==> config.mk <==
export PLATFORM = sky130hd
export DESIGN_NAME = legacy_activity_smi_monitor
export DESIGN_NICKNAME = d
export VERILOG_FILES = /design/src/logic/activity_monitor_pkg.sv /design/src/logic/legacy_activity_smi_monitor.sv /design/src/logic/io_range_match.sv
export SDC_FILE = /design/constraint.sdc
export NUM_CORES = 1
export LEC_CHECK = 0
export BUFFER_PORTS_ARGS = -buffer_cell sky130_fd_sc_hd__buf_2
export CAP_MARGIN = 20
export CORE_MARGIN = 1
export CORE_UTILIZATION = 30
export CTS_CLUSTER_DIAMETER = 150
export DETAILED_ROUTE_END_ITERATION = 7
export GPL_ROUTABILITY_DRIVEN = 1
export PLACE_DENSITY = 0.48
export SLEW_MARGIN = 30
export SYNTH_ARGS = -nofsm -noshare
export SYNTH_HDL_FRONTEND = slang
export SYNTH_SLANG_ARGS = --single-unit
==> constraint.sdc <==
create_clock -name clk_in -period 7.2 [get_ports clk_in]
set_input_delay 1.44 -clock clk_in [delete_from_list [all_inputs] [get_ports clk_in]]
set_output_delay 1.44 -clock clk_in [all_outputs]
set_load 0.01 [all_outputs]
==> src/logic/activity_monitor_pkg.sv <==
// Purpose: shared constants and carriers for the legacy activity monitor
// Assumes: register offsets are byte offsets from the power management I/O base
// Notes: fixed legacy decode windows are inclusive low/high byte addresses
package activity_monitor_pkg;

	// ----------------------------------------------------------------
	// register map
	// ----------------------------------------------------------------
	localparam logic [7:0] OFS_MON_STS_EN = 8'h40;
	localparam logic [7:0] OFS_DEV_ACT = 8'h44;
	localparam logic [7:0] OFS_ADDR_TRACK = 8'h4c;
	localparam logic [7:0] OFS_CYC_TRACK = 8'h4e;
	localparam logic [15:0] RST_MON_STS_EN = 16'h0000;
	localparam logic [15:0] RST_DEV_ACT = 16'h0000;
	localparam logic [15:0] RST_TRACK = 16'h0000;

	// ----------------------------------------------------------------
	// field positions
	// ----------------------------------------------------------------
	localparam int BIT_RANGE_TWO_FLAG = 13;
	localparam int BIT_RANGE_ONE_FLAG = 12;
	localparam int BIT_RANGE_TWO_EN = 9;
	localparam int BIT_RANGE_ONE_EN = 8;
	localparam int BIT_MUSIC_SYNTH = 13;
	localparam int BIT_KEYBOARD = 12;
	localparam int BIT_MUSIC_PORT = 11;
	localparam int BIT_SOUND = 10;
	localparam int BIT_PCI_INT_A = 6;
	localparam int BIT_LEGACY_PORT = 5;
	localparam int BIT_PRI_DRIVE0 = 0;
	localparam int BIT_PRI_DRIVE1 = 1;
	localparam int BIT_SEC_DRIVE0 = 2;
	localparam int BIT_SEC_DRIVE1 = 3;
	localparam logic [15:0] ACT_IMPL_MASK = 16'h3fef;
	localparam int DRIVE_SEL_BIT = 4;
	localparam logic [3:0] CMD_IO_WRITE = 4'h3;

	// ----------------------------------------------------------------
	// fixed legacy decode windows
	// ----------------------------------------------------------------
	localparam logic [15:0] KBC_DATA = 16'h0060;
	localparam logic [15:0] KBC_CMD = 16'h0064;
	localparam logic [15:0] SYNTH_LO = 16'h0388;
	localparam logic [15:0] SYNTH_HI = 16'h038b;
	localparam logic [15:0] MIDI_LO = 16'h0330;
	localparam logic [15:0] MIDI_HI = 16'h0331;
	localparam logic [15:0] SND_A_LO = 16'h0220;
	localparam logic [15:0] SND_A_HI = 16'h0233;
	localparam logic [15:0] SND_B_LO = 16'h0530;
	localparam logic [15:0] SND_B_HI = 16'h0537;
	localparam logic [15:0] LPT_LO = 16'h0378;
	localparam logic [15:0] LPT_HI = 16'h037f;
	localparam logic [15:0] COM1_LO = 16'h03f8;
	localparam logic [15:0] COM1_HI = 16'h03ff;
	localparam logic [15:0] COM2_LO = 16'h02f8;
	localparam logic [15:0] COM2_HI = 16'h02ff;
	localparam logic [15:0] FDC_LO = 16'h03f0;
	localparam logic [15:0] FDC_HI = 16'h03f5;
	localparam logic [15:0] FDC_DIR = 16'h03f7;
	localparam logic [15:0] IDE_PRI_LO = 16'h01f0;
	localparam logic [15:0] IDE_PRI_HI = 16'h01f7;
	localparam logic [15:0] IDE_PRI_CTL = 16'h03f6;
	localparam logic [15:0] IDE_PRI_SEL = 16'h01f6;
	localparam logic [15:0] IDE_SEC_LO = 16'h0170;
	localparam logic [15:0] IDE_SEC_HI = 16'h0177;
	localparam logic [15:0] IDE_SEC_CTL = 16'h0376;
	localparam logic [15:0] IDE_SEC_SEL = 16'h0176;

	// ----------------------------------------------------------------
	// carriers
	// ----------------------------------------------------------------
	typedef struct packed {
		logic valid;
		logic [15:0] addr;
		logic [3:0] be;
		logic [3:0] cmd;
		logic [7:0] data;
	} io_cycle_s;

	typedef struct packed {
		logic rd;
		logic wr;
		logic [7:0] addr;
		logic [1:0] be;
		logic [15:0] wdata;
	} reg_req_s;

	typedef struct packed {
		logic [15:0] base;
		logic [15:0] len;
	} range_cfg_s;

endpackage : activity_monitor_pkg

==> src/logic/legacy_activity_smi_monitor.sv <==
// Purpose: legacy activity monitor with I/O monitor ranges and cycle trackers
// Assumes: one observed I/O cycle per valid pulse; register port offsets in bytes
// Notes: outputs are registered; read data appears one clock after the read
//
// Behaviour
// RQ1 - a management interrupt from a range-two access sets status bit 13, and writing one clears it.
// RQ2 - a management interrupt from a range-one access sets status bit 12, and writing one clears it.
// RQ3 - enable bit 9 lets range-two accesses raise the management interrupt, otherwise they do not.
// RQ4 - enable bit 8 lets range-one accesses raise the management interrupt, otherwise they do not.
// RQ5 - activity bits other than 6 to 9 set when an I/O access hits their device's range.
// RQ6 - activity bits 6 to 9 report PCI interrupt lines A to D while those lines are active.
// RQ7 - each activity bit stays set until software writes one to it; zero leaves it alone.
// RQ8 - bit 13 music synth, 12 keyboard 60h/64h, 11 music port, 10 sound, 5 legacy ports.
// RQ9 - bits 0 to 3 flag primary drive 0, primary drive 1, secondary 0, secondary 1; bit 4 reserved.
// RQ10 - on interrupt assertion the low 16 address bits of the last I/O cycle are captured.
// RQ11 - on interrupt assertion byte enables go to bits 7:4 and cycle type to bits 3:0.
// RQ12 - the summary flag is a plain OR of bits 12 and 13 of both status registers.
// RQ13 - range base and length come from outside and are decoded per observed cycle.
`timescale 1ns/1ps
module legacy_activity_smi_monitor (
	input wire logic clk_in,
	input wire logic srst_in,
	input wire activity_monitor_pkg::io_cycle_s io_cycle_in,
	input wire logic [3:0] pci_int_n_in,
	input wire activity_monitor_pkg::range_cfg_s [1:0] range_cfg_in,
	input wire activity_monitor_pkg::reg_req_s reg_req_in,
	output logic [15:0] reg_rdata_out,
	output logic reg_rvalid_out,
	output logic mgmt_interrupt_n_out,
	output logic device_monitor_summary_out
);

	// ----------------------------------------------------------------
	// state
	// ----------------------------------------------------------------
	typedef struct packed {
		logic [1:0] mon_en;
		logic [1:0] mon_flag;
		logic [15:0] activity;
		logic [15:0] addr_track;
		logic [7:0] cyc_track;
		logic [15:0] last_addr;
		logic [3:0] last_be;
		logic [3:0] last_cmd;
		logic [1:0] drive_sel;
		logic smi;
		logic [15:0] rdata;
		logic rvalid;
		logic summary;
	} state_s;

	state_s st_reg;
	state_s st_next;

	function automatic logic in_win(input logic [15:0] a, input logic [15:0] lo,
			input logic [15:0] hi);
		in_win = (a >= lo) && (a <= hi);
	endfunction : in_win

	// ----------------------------------------------------------------
	// programmable range decode
	// ----------------------------------------------------------------
	logic [1:0] range_hit;

	genvar gi;
	generate
		for (gi = 0; gi < 2; gi++) begin : g_range
			io_range_match #(
				.WIDTH(16)
			) u_match (
				.addr_in(io_cycle_in.addr),
				.base_in(range_cfg_in[gi].base),
				.len_in(range_cfg_in[gi].len),
				.hit_out(range_hit[gi])
			);
		end
	endgenerate

	// ----------------------------------------------------------------
	// next state
	// ----------------------------------------------------------------
	logic [15:0] act_set;
	logic [15:0] act_clr;
	logic [15:0] wmask;
	logic [1:0] mon_set;
	logic [1:0] mon_clr;
	logic [15:0] a;
	logic pri_hit;
	logic sec_hit;
	logic smi_next;

	always_comb begin
		st_next = st_reg;
		a = io_cycle_in.addr;
		wmask = {{8{reg_req_in.be[1]}}, {8{reg_req_in.be[0]}}};
		act_set = 16'h0000;
		act_clr = 16'h0000;
		mon_clr = 2'b00;

		// drive select tracking lets a channel access be charged to one drive
		if (io_cycle_in.valid && io_cycle_in.cmd == activity_monitor_pkg::CMD_IO_WRITE) begin
			if (a == activity_monitor_pkg::IDE_PRI_SEL) begin
				st_next.drive_sel[0] = io_cycle_in.data[activity_monitor_pkg::DRIVE_SEL_BIT];
			end
			if (a == activity_monitor_pkg::IDE_SEC_SEL) begin
				st_next.drive_sel[1] = io_cycle_in.data[activity_monitor_pkg::DRIVE_SEL_BIT];
			end
		end

		pri_hit = in_win(a, activity_monitor_pkg::IDE_PRI_LO, activity_monitor_pkg::IDE_PRI_HI)
			|| a == activity_monitor_pkg::IDE_PRI_CTL;
		sec_hit = in_win(a, activity_monitor_pkg::IDE_SEC_LO, activity_monitor_pkg::IDE_SEC_HI)
			|| a == activity_monitor_pkg::IDE_SEC_CTL;

		if (io_cycle_in.valid) begin
			act_set[activity_monitor_pkg::BIT_MUSIC_SYNTH] = in_win(a, // see RQ8
				activity_monitor_pkg::SYNTH_LO, activity_monitor_pkg::SYNTH_HI);
			act_set[activity_monitor_pkg::BIT_KEYBOARD] = a == activity_monitor_pkg::KBC_DATA
				|| a == activity_monitor_pkg::KBC_CMD; // see RQ8
			act_set[activity_monitor_pkg::BIT_MUSIC_PORT] = in_win(a,
				activity_monitor_pkg::MIDI_LO, activity_monitor_pkg::MIDI_HI); // see RQ8
			act_set[activity_monitor_pkg::BIT_SOUND] = in_win(a, // see RQ8
				activity_monitor_pkg::SND_A_LO, activity_monitor_pkg::SND_A_HI)
				|| in_win(a, activity_monitor_pkg::SND_B_LO, activity_monitor_pkg::SND_B_HI);
			act_set[activity_monitor_pkg::BIT_LEGACY_PORT] = // see RQ8
				in_win(a, activity_monitor_pkg::LPT_LO, activity_monitor_pkg::LPT_HI)
				|| in_win(a, activity_monitor_pkg::COM1_LO, activity_monitor_pkg::COM1_HI)
				|| in_win(a, activity_monitor_pkg::COM2_LO, activity_monitor_pkg::COM2_HI)
				|| in_win(a, activity_monitor_pkg::FDC_LO, activity_monitor_pkg::FDC_HI)
				|| a == activity_monitor_pkg::FDC_DIR;
			act_set[activity_monitor_pkg::BIT_PRI_DRIVE0] = pri_hit && !st_next.drive_sel[0]; // see RQ9
			act_set[activity_monitor_pkg::BIT_PRI_DRIVE1] = pri_hit && st_next.drive_sel[0]; // see RQ9
			act_set[activity_monitor_pkg::BIT_SEC_DRIVE0] = sec_hit && !st_next.drive_sel[1]; // see RQ9
			act_set[activity_monitor_pkg::BIT_SEC_DRIVE1] = sec_hit && st_next.drive_sel[1]; // see RQ9
		end
		// interrupt lines are active low; bit sets while the line is asserted and stays set after release
		act_set[activity_monitor_pkg::BIT_PCI_INT_A +: 4] = ~pci_int_n_in; // see RQ6

		// a hit sets its flag only when its enable lets it raise the interrupt
		mon_set = {io_cycle_in.valid && range_hit[1] && st_reg.mon_en[1], // see RQ3
			io_cycle_in.valid && range_hit[0] && st_reg.mon_en[0]}; // see RQ4

		if (reg_req_in.wr) begin
			if (reg_req_in.addr == activity_monitor_pkg::OFS_MON_STS_EN) begin
				mon_clr = reg_req_in.wdata[activity_monitor_pkg::BIT_RANGE_TWO_FLAG -: 2]
					& {2{reg_req_in.be[1]}}; // see RQ1
				if (reg_req_in.be[1]) begin
					st_next.mon_en = reg_req_in.wdata[activity_monitor_pkg::BIT_RANGE_TWO_EN -: 2];
				end
			end
			if (reg_req_in.addr == activity_monitor_pkg::OFS_DEV_ACT) begin
				act_clr = reg_req_in.wdata & wmask; // see RQ7
			end
		end

		// set wins over a clear landing in the same cycle
		st_next.mon_flag = (st_reg.mon_flag & ~mon_clr) | mon_set; // see RQ1, RQ2
		st_next.activity = ((st_reg.activity & ~act_clr) | act_set)
			& activity_monitor_pkg::ACT_IMPL_MASK; // see RQ5

		smi_next = |st_next.mon_flag; // see RQ2
		st_next.smi = smi_next;
		// capture on the assertion edge; the current cycle counts as most recent
		if (smi_next && !st_reg.smi) begin
			st_next.addr_track = io_cycle_in.valid ? io_cycle_in.addr : st_reg.last_addr; // see RQ10
			st_next.cyc_track = io_cycle_in.valid ? {io_cycle_in.be, io_cycle_in.cmd}
				: {st_reg.last_be, st_reg.last_cmd}; // see RQ11
		end
		if (io_cycle_in.valid) begin
			st_next.last_addr = io_cycle_in.addr;
			st_next.last_be = io_cycle_in.be;
			st_next.last_cmd = io_cycle_in.cmd;
		end

		st_next.summary = (|st_reg.mon_flag) // see RQ12
			|| st_reg.activity[activity_monitor_pkg::BIT_KEYBOARD]
			|| st_reg.activity[activity_monitor_pkg::BIT_MUSIC_SYNTH];

		st_next.rvalid = reg_req_in.rd;
		st_next.rdata = 16'h0000;
		if (reg_req_in.rd) begin
			unique case (reg_req_in.addr)
				activity_monitor_pkg::OFS_MON_STS_EN: begin
					st_next.rdata = {2'b00, st_reg.mon_flag, 2'b00, st_reg.mon_en, 8'h00};
				end
				activity_monitor_pkg::OFS_DEV_ACT: begin
					st_next.rdata = st_reg.activity;
				end
				activity_monitor_pkg::OFS_ADDR_TRACK: begin
					st_next.rdata = st_reg.addr_track;
				end
				activity_monitor_pkg::OFS_CYC_TRACK: begin
					st_next.rdata = {8'h00, st_reg.cyc_track};
				end
				default: begin
					st_next.rdata = 16'h0000;
				end
			endcase
		end
	end

	// ----------------------------------------------------------------
	// registers
	// ----------------------------------------------------------------
	always_ff @(posedge clk_in) begin
		if (srst_in) begin
			st_reg <= '0;
			st_reg.mon_en <= activity_monitor_pkg::RST_MON_STS_EN[9:8];
			st_reg.activity <= activity_monitor_pkg::RST_DEV_ACT;
			st_reg.addr_track <= activity_monitor_pkg::RST_TRACK;
		end else begin
			st_reg <= st_next;
		end
	end

	assign reg_rdata_out = st_reg.rdata;
	assign reg_rvalid_out = st_reg.rvalid;
	assign mgmt_interrupt_n_out = ~st_reg.smi;
	assign device_monitor_summary_out = st_reg.summary;

endmodule : legacy_activity_smi_monitor

==> src/logic/io_range_match.sv <==
// Purpose: combinational hit test of an address against base and length
// Assumes: a length of zero never matches
// Notes: base plus length may wrap past the top of the space
`timescale 1ns/1ps
module io_range_match #(
	parameter int WIDTH = 16
) (
	input wire logic [WIDTH-1:0] addr_in,
	input wire logic [WIDTH-1:0] base_in,
	input wire logic [WIDTH-1:0] len_in,
	output logic hit_out
);

	// refused at elaboration, before any logic is built
	if (WIDTH < 1) begin : g_bad_width
		$error("io_range_match: WIDTH must be at least one");
	end

	logic [WIDTH-1:0] offset;

	// offset compare avoids a wide adder overflow on the upper bound
	always_comb begin
		offset = WIDTH'(addr_in - base_in);
		hit_out = (addr_in >= base_in) && (offset < len_in); // see RQ13
	end

endmodule : io_range_match

---- Yosys cells after proc, flatten, opt, wreduce, memory -nomap -nowiden ----
Index checks and enable logic that the tools add are counted.
operators by class
  $add $sub $neg .......................... 2
  reduce and logical (&&, ||, !) cells .... 39
  multiplexer cells ....................... 13
  bitwise gates (word level) .............. 11
  eq/ne operators ......................... 12
  order comparisons ....................... 24
operators with widths
  operator                number
  $ge A16 B10 Y1 const B  7
  $le A16 B10 Y1 const B  7
  $pmux W16 S4            1
  $eq A16 B10 Y1 const B  3
  $eq A16 B7 Y1 const B   2
  $eq A16 B9 Y1 const B   2
  $eq A8 B7 Y1 const B    4
  $ge A16 B16 Y1          2
  $ge A16 B9 Y1 const B   2
  $le A16 B9 Y1 const B   2
  $lt A16 B16 Y1          2
  $sub A16 B16 Y16        2
  $and A14 B14 Y14        2
  $mux W14                2
  $logic_and A1 B1 Y1     22
  $ge A16 B11 Y1 const B  1
  $le A16 B11 Y1 const B  1
  $mux W16                1
  $not A14 Y14            1
  $or A14 B14 Y14         1
  $logic_or A1 B1 Y1      10
  $mux W4                 2
  $mux W8                 1
  $mux W2                 3
  other kinds (10)        18
word-level totals
  register bits ........................... 86
  input port bits ......................... 131
  output and inout bits ................... 19
  word-level logic and storage cells ...... 114

---- Logic depth before layout (Yosys ltp) ----
  word-level depth ........................ 8
  depth in mapped cells ................... 20
  mapped depth without buffers ............ 18

---- Hierarchy ----
Synthesis repeated with hierarchy kept, for this count alone.
second synthesis, totals
  cell total of the unflattened synthesis .. 781
  area, all modules ....................... 6446.2 µm²
modules (own cells, without submodules)
  module                       seq. area each (µm²)  cells an instance  instances  area an instance (µm²)
  legacy_activity_smi_monitor  1721.7                395                1          3856.2
  io_range_match               0.0                   193                2          1295.0

---- Worst setup path before layout ----
No wires, ideal clock.
  path type ............................... input-to-reg
  from .................................... input port io_cycle_in[16] (netlist bit)
  to ...................................... register st_reg[46] (netlist bit)
  path buffers ............................ 2
  cell stages on the path ................. 20
  path slack .............................. 1.749 ns
  required time ........................... 7.077 ns
  arrival ................................. 5.328 ns
  setup time .............................. 0.123 ns
  cells stage by stage .................... clkbuf_1 -> inv_1 -> ha_1 -> fa_1 -> nand2b_1 -> a211oi_1 -> o21a_1 -> o21a_1 -> o41a_1 -> nor4b_1 -> or3_1 -> ha_1 -> o21a_1 -> a211oi_1 -> nand2_1 -> a2bb2oi_1 -> nand3_1 -> a221oi_4 -> buf_6 -> mux2_1
on the way
  longest elaborated chain between the ends .. 8
  elaborated cells between the ends (all ways) .. 15
  classes of those cells .................. add/sub (2); order compare (4); bitwise (1); reduce/logical (8)
RTL lines
  element                                                      line                                                                    source
  start, declared                                              legacy_activity_smi_monitor.sv:23                                       input wire activity_monitor_pkg::io_cycle_s io_cycle_in,
  $sub A16 B16 Y16                                             io_range_match.sv:23                                                    offset = WIDTH'(addr_in - base_in);
  $lt A16 B16 Y1                                               io_range_match.sv:24                                                    hit_out = (addr_in >= base_in) && (offset < len_in);
  $logic_and A1 B1 Y1                                          io_range_match.sv:24
  $logic_and A1 B1 Y1, on equally long branches (2 in series)  legacy_activity_smi_monitor.sv:141, legacy_activity_smi_monitor.sv:140
  $or A2 B2 Y2 *                                               legacy_activity_smi_monitor.sv:157                                      st_next.mon_flag = (st_reg.mon_flag & ~mon_clr) | mon_set;
  $reduce_or A2 Y1 *                                           legacy_activity_smi_monitor.sv:161                                      smi_next = |st_next.mon_flag;
  $logic_and A1 B1 Y1 *                                        legacy_activity_smi_monitor.sv:164                                      if (smi_next && !st_reg.smi) begin
  end signal, assigned                                         legacy_activity_smi_monitor.sv:212                                      st_reg <= st_next;
  end, declared                                                legacy_activity_smi_monitor.sv:52                                       state_s st_reg;
Every way passes the cells marked *; elsewhere a longest branch is shown, timed or not.
A chain may end at the register's enable or synchronous reset.

---- Final worst setup path ----
  from .................................... input port io_cycle_in[16] (netlist bit)
  to ...................................... register st_reg[66] (netlist bit)
The elaborated chain is that of the path after synthesis.

==> flow_summary_export.csv <==
group,metric,value,unit
status,status,"complete, no violations",
synth,syn_avg_cell_area,8.11,um^2
die,dieArea,21400,um^2
die,io_pins,150,
global_route,antenna_found_initial,0,
sta,slew_headroom,45.4,%
die,die_y,146,um
sta,whs,458,ps
synth,synthArstFlopShare,0,%
critical_path,crit_arrival,5980,ps
drt,first_pass_iters,4,
critical_path,cp-start-kind,"input port",
synth,synthCells,769,
placement,gp_congestion,0.789,
hold_path,hold_start,"st_reg[72]$_SDFF_PP0_",
global_route,grt_first_pass_wirelength,27300,um
synth,yosysWarnings,0,
final_layout,antenna_cells,0,
critical_path,rrSetupSlack,5010,ps
power_and_ir_drop,clkPwrFrac,36.2,%
drt,num_vias,5447,
sta,period_needed,5760,ps
final_layout,area_growth,18.0,%
drt,ant_nets,0,
global_route,grt_util_all_layers,16.0,%
power_and_ir_drop,ir_drop,82.8,uV
final_layout,largest_reg_flops,68,
synth,ys_ff_latch,86,
critical_path,cp_cell_sequence,"buf_2 > inv_1 > ha_1 > fa_1 > nand2b_1 > a211oi_1 > o21a_1 > o21a_1 > o41a_1 > nor4b_1 > or3_1 > ha_1 > o21a_1 > a211oi_1 > nand2_1 > a2bb2oi_1 > nand3_1 > a221oi_4 > buf_4 > mux2_1",
critical_path,cp_top_family,"compound AO/OA/AOI/OAI gates",
power_and_ir_drop,switching_share,28.6,%
drt,drt_wl_total,16800,um
cts,worstSkewPairLatency,340,ps
synth,ys_seq_area_share,27.6,%
drt,wl_per_cell,14.5,um
sta,tightest_slew,816,ps
sta,fin_crit_sh,80.0,%
cts,ctsResizeCount,0,
placement,dp.cells,1138,
synth,synth_edf_count,0,
final_layout,nFillCells,2215,
cts,htreeDepth,3,
cts,tritoncts,"yes",
final_layout,multi_input_area,3950,um^2
synth,netlist.top_cell.by_area,"dfxtp_1",
drt,drtIter0Drc,247,
global_route,grt_pass1_vias,5388,
drt,drc,0,
final_layout,final_cells,1153,
placement,portBuffers,139,
power_and_ir_drop,seqPwrFrac,38.0,%
critical_path,regToRegEndpoint,"st_reg[66]$_SDFFE_PP0P_",
power_and_ir_drop,internal_power,0.917,mW
die,core_area,20300,um^2
final_layout,seqCellArea,1720,um^2
power_and_ir_drop,p_leak,3.55,nW
critical_path,cpMostUsedCell,"o21a_1",
global_route,grt.overflow.total,0,
critical_path,rr_startpoint,"st_reg[88]$_SDFFE_PP0P_",
final_layout,nets,1074,
synth,yosys.area.top_type_share,27.6,%
critical_path,crit_path_end_kind,"flop",
sta,setup_viol,0,
cts,ctsRootBufferMaster,"clkbuf_16",
synth,ys_top_cells_by_area,"dfxtp_1 (28%), ha_1 (12%), mux2i_1 (5.6%)",
sta,hold_viol,0,
synth,synth_cell_type_count,64,
sta,fmax,174,MHz
die,die_w,146,um
power_and_ir_drop,p_switching,0.368,mW
drt,viasPerCell,4.72,
power_and_ir_drop,p_per_area,175,nW/um^2
sta,grt_setup_unrepaired,"false",
cts,cts_buffers,9,
synth,netlist_area,6240,um^2
job,cap_violations,0,
die,rows,52,
sta,fin_skew,9.07,ps
global_route,grt_max_degree,71,
critical_path,critPathKind,"in2reg",
die,start_util,30.7,%
cts,clock_sinks,86,
critical_path,critPathMaxStageDelay,500,ps
final_layout,drive_gt1_share,19.4,%
cts,clk_path_buf_depth,2,
sta,slew_violations,0,
hold_path,hold_depth,2,
hold_path,min_path_type,"reg2reg",
critical_path,cpMaxStageDelayCell,"a211oi_1",
critical_path,worst_ep_required_time,7420,ps
cts,hold_buffers,0,
power_and_ir_drop,power_frac_comb,25.8,%
power_and_ir_drop,p_total,1.28,mW
critical_path,crit_buf_inv,3,
hold_path,holdPathEnd,"st_reg[72]$_SDFF_PP0_",
sta,setup_slack,1440,ps
final_layout,final_cell_mix,"buf_2 (139), nor2_1 (89), inv_1 (87)",
critical_path,crit_fanout,24,
final_layout,mostFrequentLayoutCell,"buf_2",
synth,mappedNetlistNets,964,
cts,clkTransAtPathRegs,60,ps
cts,postCtsSetupBuffers,0,
synth,synth_ff_type,"dfxtp_1",
placement,dpl.hpwl,13200,um
sta,setup_tns,0,ps
critical_path,worstRegToRegCells,8,
placement,place_ws,1110,ps
-- cells in the mapped netlist, types with 9 or more instances --
master / number
nor4_1: 9
nand2_1: 50
a22oi_1: 9
mux2_2: 11
ha_1: 62
mux2_1: 20
o21a_1: 13
nor2_1: 89
nor3_1: 12
dfxtp_1: 86
nor2b_1: 34
nand4_1: 10
a21oi_1: 43
mux2i_1: 35
clkbuf_1: 23
inv_1: 87
nand3_1: 12
buf_4: 16
o21ai_0: 24
xnor2_1: 14
and3_1: 9
-- power groups by stage --
| stage | Clock [mW] | Combinational [mW] | Sequential [mW] |
|---|---|---|---|
| 2_1_floorplan | 0 | 0.229 | 0.498 |
| 3_3_place_gp | 0 | 0.330 | 0.499 |
| 3_5_place_dp | 0 | 0.331 | 0.499 |
| 4_1_cts | 0.477 | 0.334 | 0.488 |
| 5_1_grt | 0.503 | 0.382 | 0.489 |
| 6_report | 0.465 | 0.331 | 0.488 |
-- cell families after synthesis --
logic type | after synthesis | synth area share [%]
xor gates and xnor gates | 17 | 2.39
DFF | 86 | 27.6
adders and majority gates | 64 | 13.1
muxes | 66 | 11.2
and+or+nand+nor | 259 | 20.8
AOI/OAI and AO/OA | 147 | 15.9
buffers and inverters | 130 | 9.03
-- metal layers --
layer / GRT usage (%) / wire length [um]
met2: 26.1 / 7420
met1: 22.0 / 8420
met4: 4.06 / 193
met5: 0 / 0
met3: 2.38 / 728
-- through the flow --
stage                     area [um^2]  util, %
after CTS                        7360     36.2
after floorplan                  6240        -
after global placement           7060     34.8
after detailed placement         7060     34.8
after global routing             7360     36.2
final                            7360     36.2
-- cell type report --
| class | instances | share of cell area (%) |
|---|---|---|
| multi-input combinational | 553 | 53.7 |
| timing repair buffer | 142 | 9.76 |
| clock buffer | 12 | 3.49 |
| sequential | 86 | 23.4 |
| tap | 270 | 4.59 |
| clock inverter | 3 | 0.595 |
| inverter | 87 | 4.44 |
-- worst register-to-register path: cells and delay by family, from the launching register on --
kind            cells  cell delay [ps]
compound gates      3              740
buf+inv             1              280
flops               1              350
mux                 1              360
simple gates        3              350
-- how the worst max path moves through the flow --
stage | start | end | slack [ps] | cells past startpoint
final | io_cycle_in[16] | st_reg[66]$_SDFFE_PP0P_ | 1440 | 20
after global routing | io_cycle_in[16] | st_reg[58]$_SDFFE_PP0P_ | 1100 | 20
after CTS | io_cycle_in[16] | st_reg[66]$_SDFFE_PP0P_ | 1440 | 20
after detailed placement | io_cycle_in[16] | st_reg[66]$_SDFFE_PP0P_ | 1110 | 20
after global placement | io_cycle_in[16] | st_reg[49]$_SDFFE_PP0P_ | 1120 | 20
after floorplan | io_cycle_in[16] | st_reg[46]$_SDFFE_PP0P_ | 1750 | 20
No activity file was read; power rests on OpenSTA's default activity.
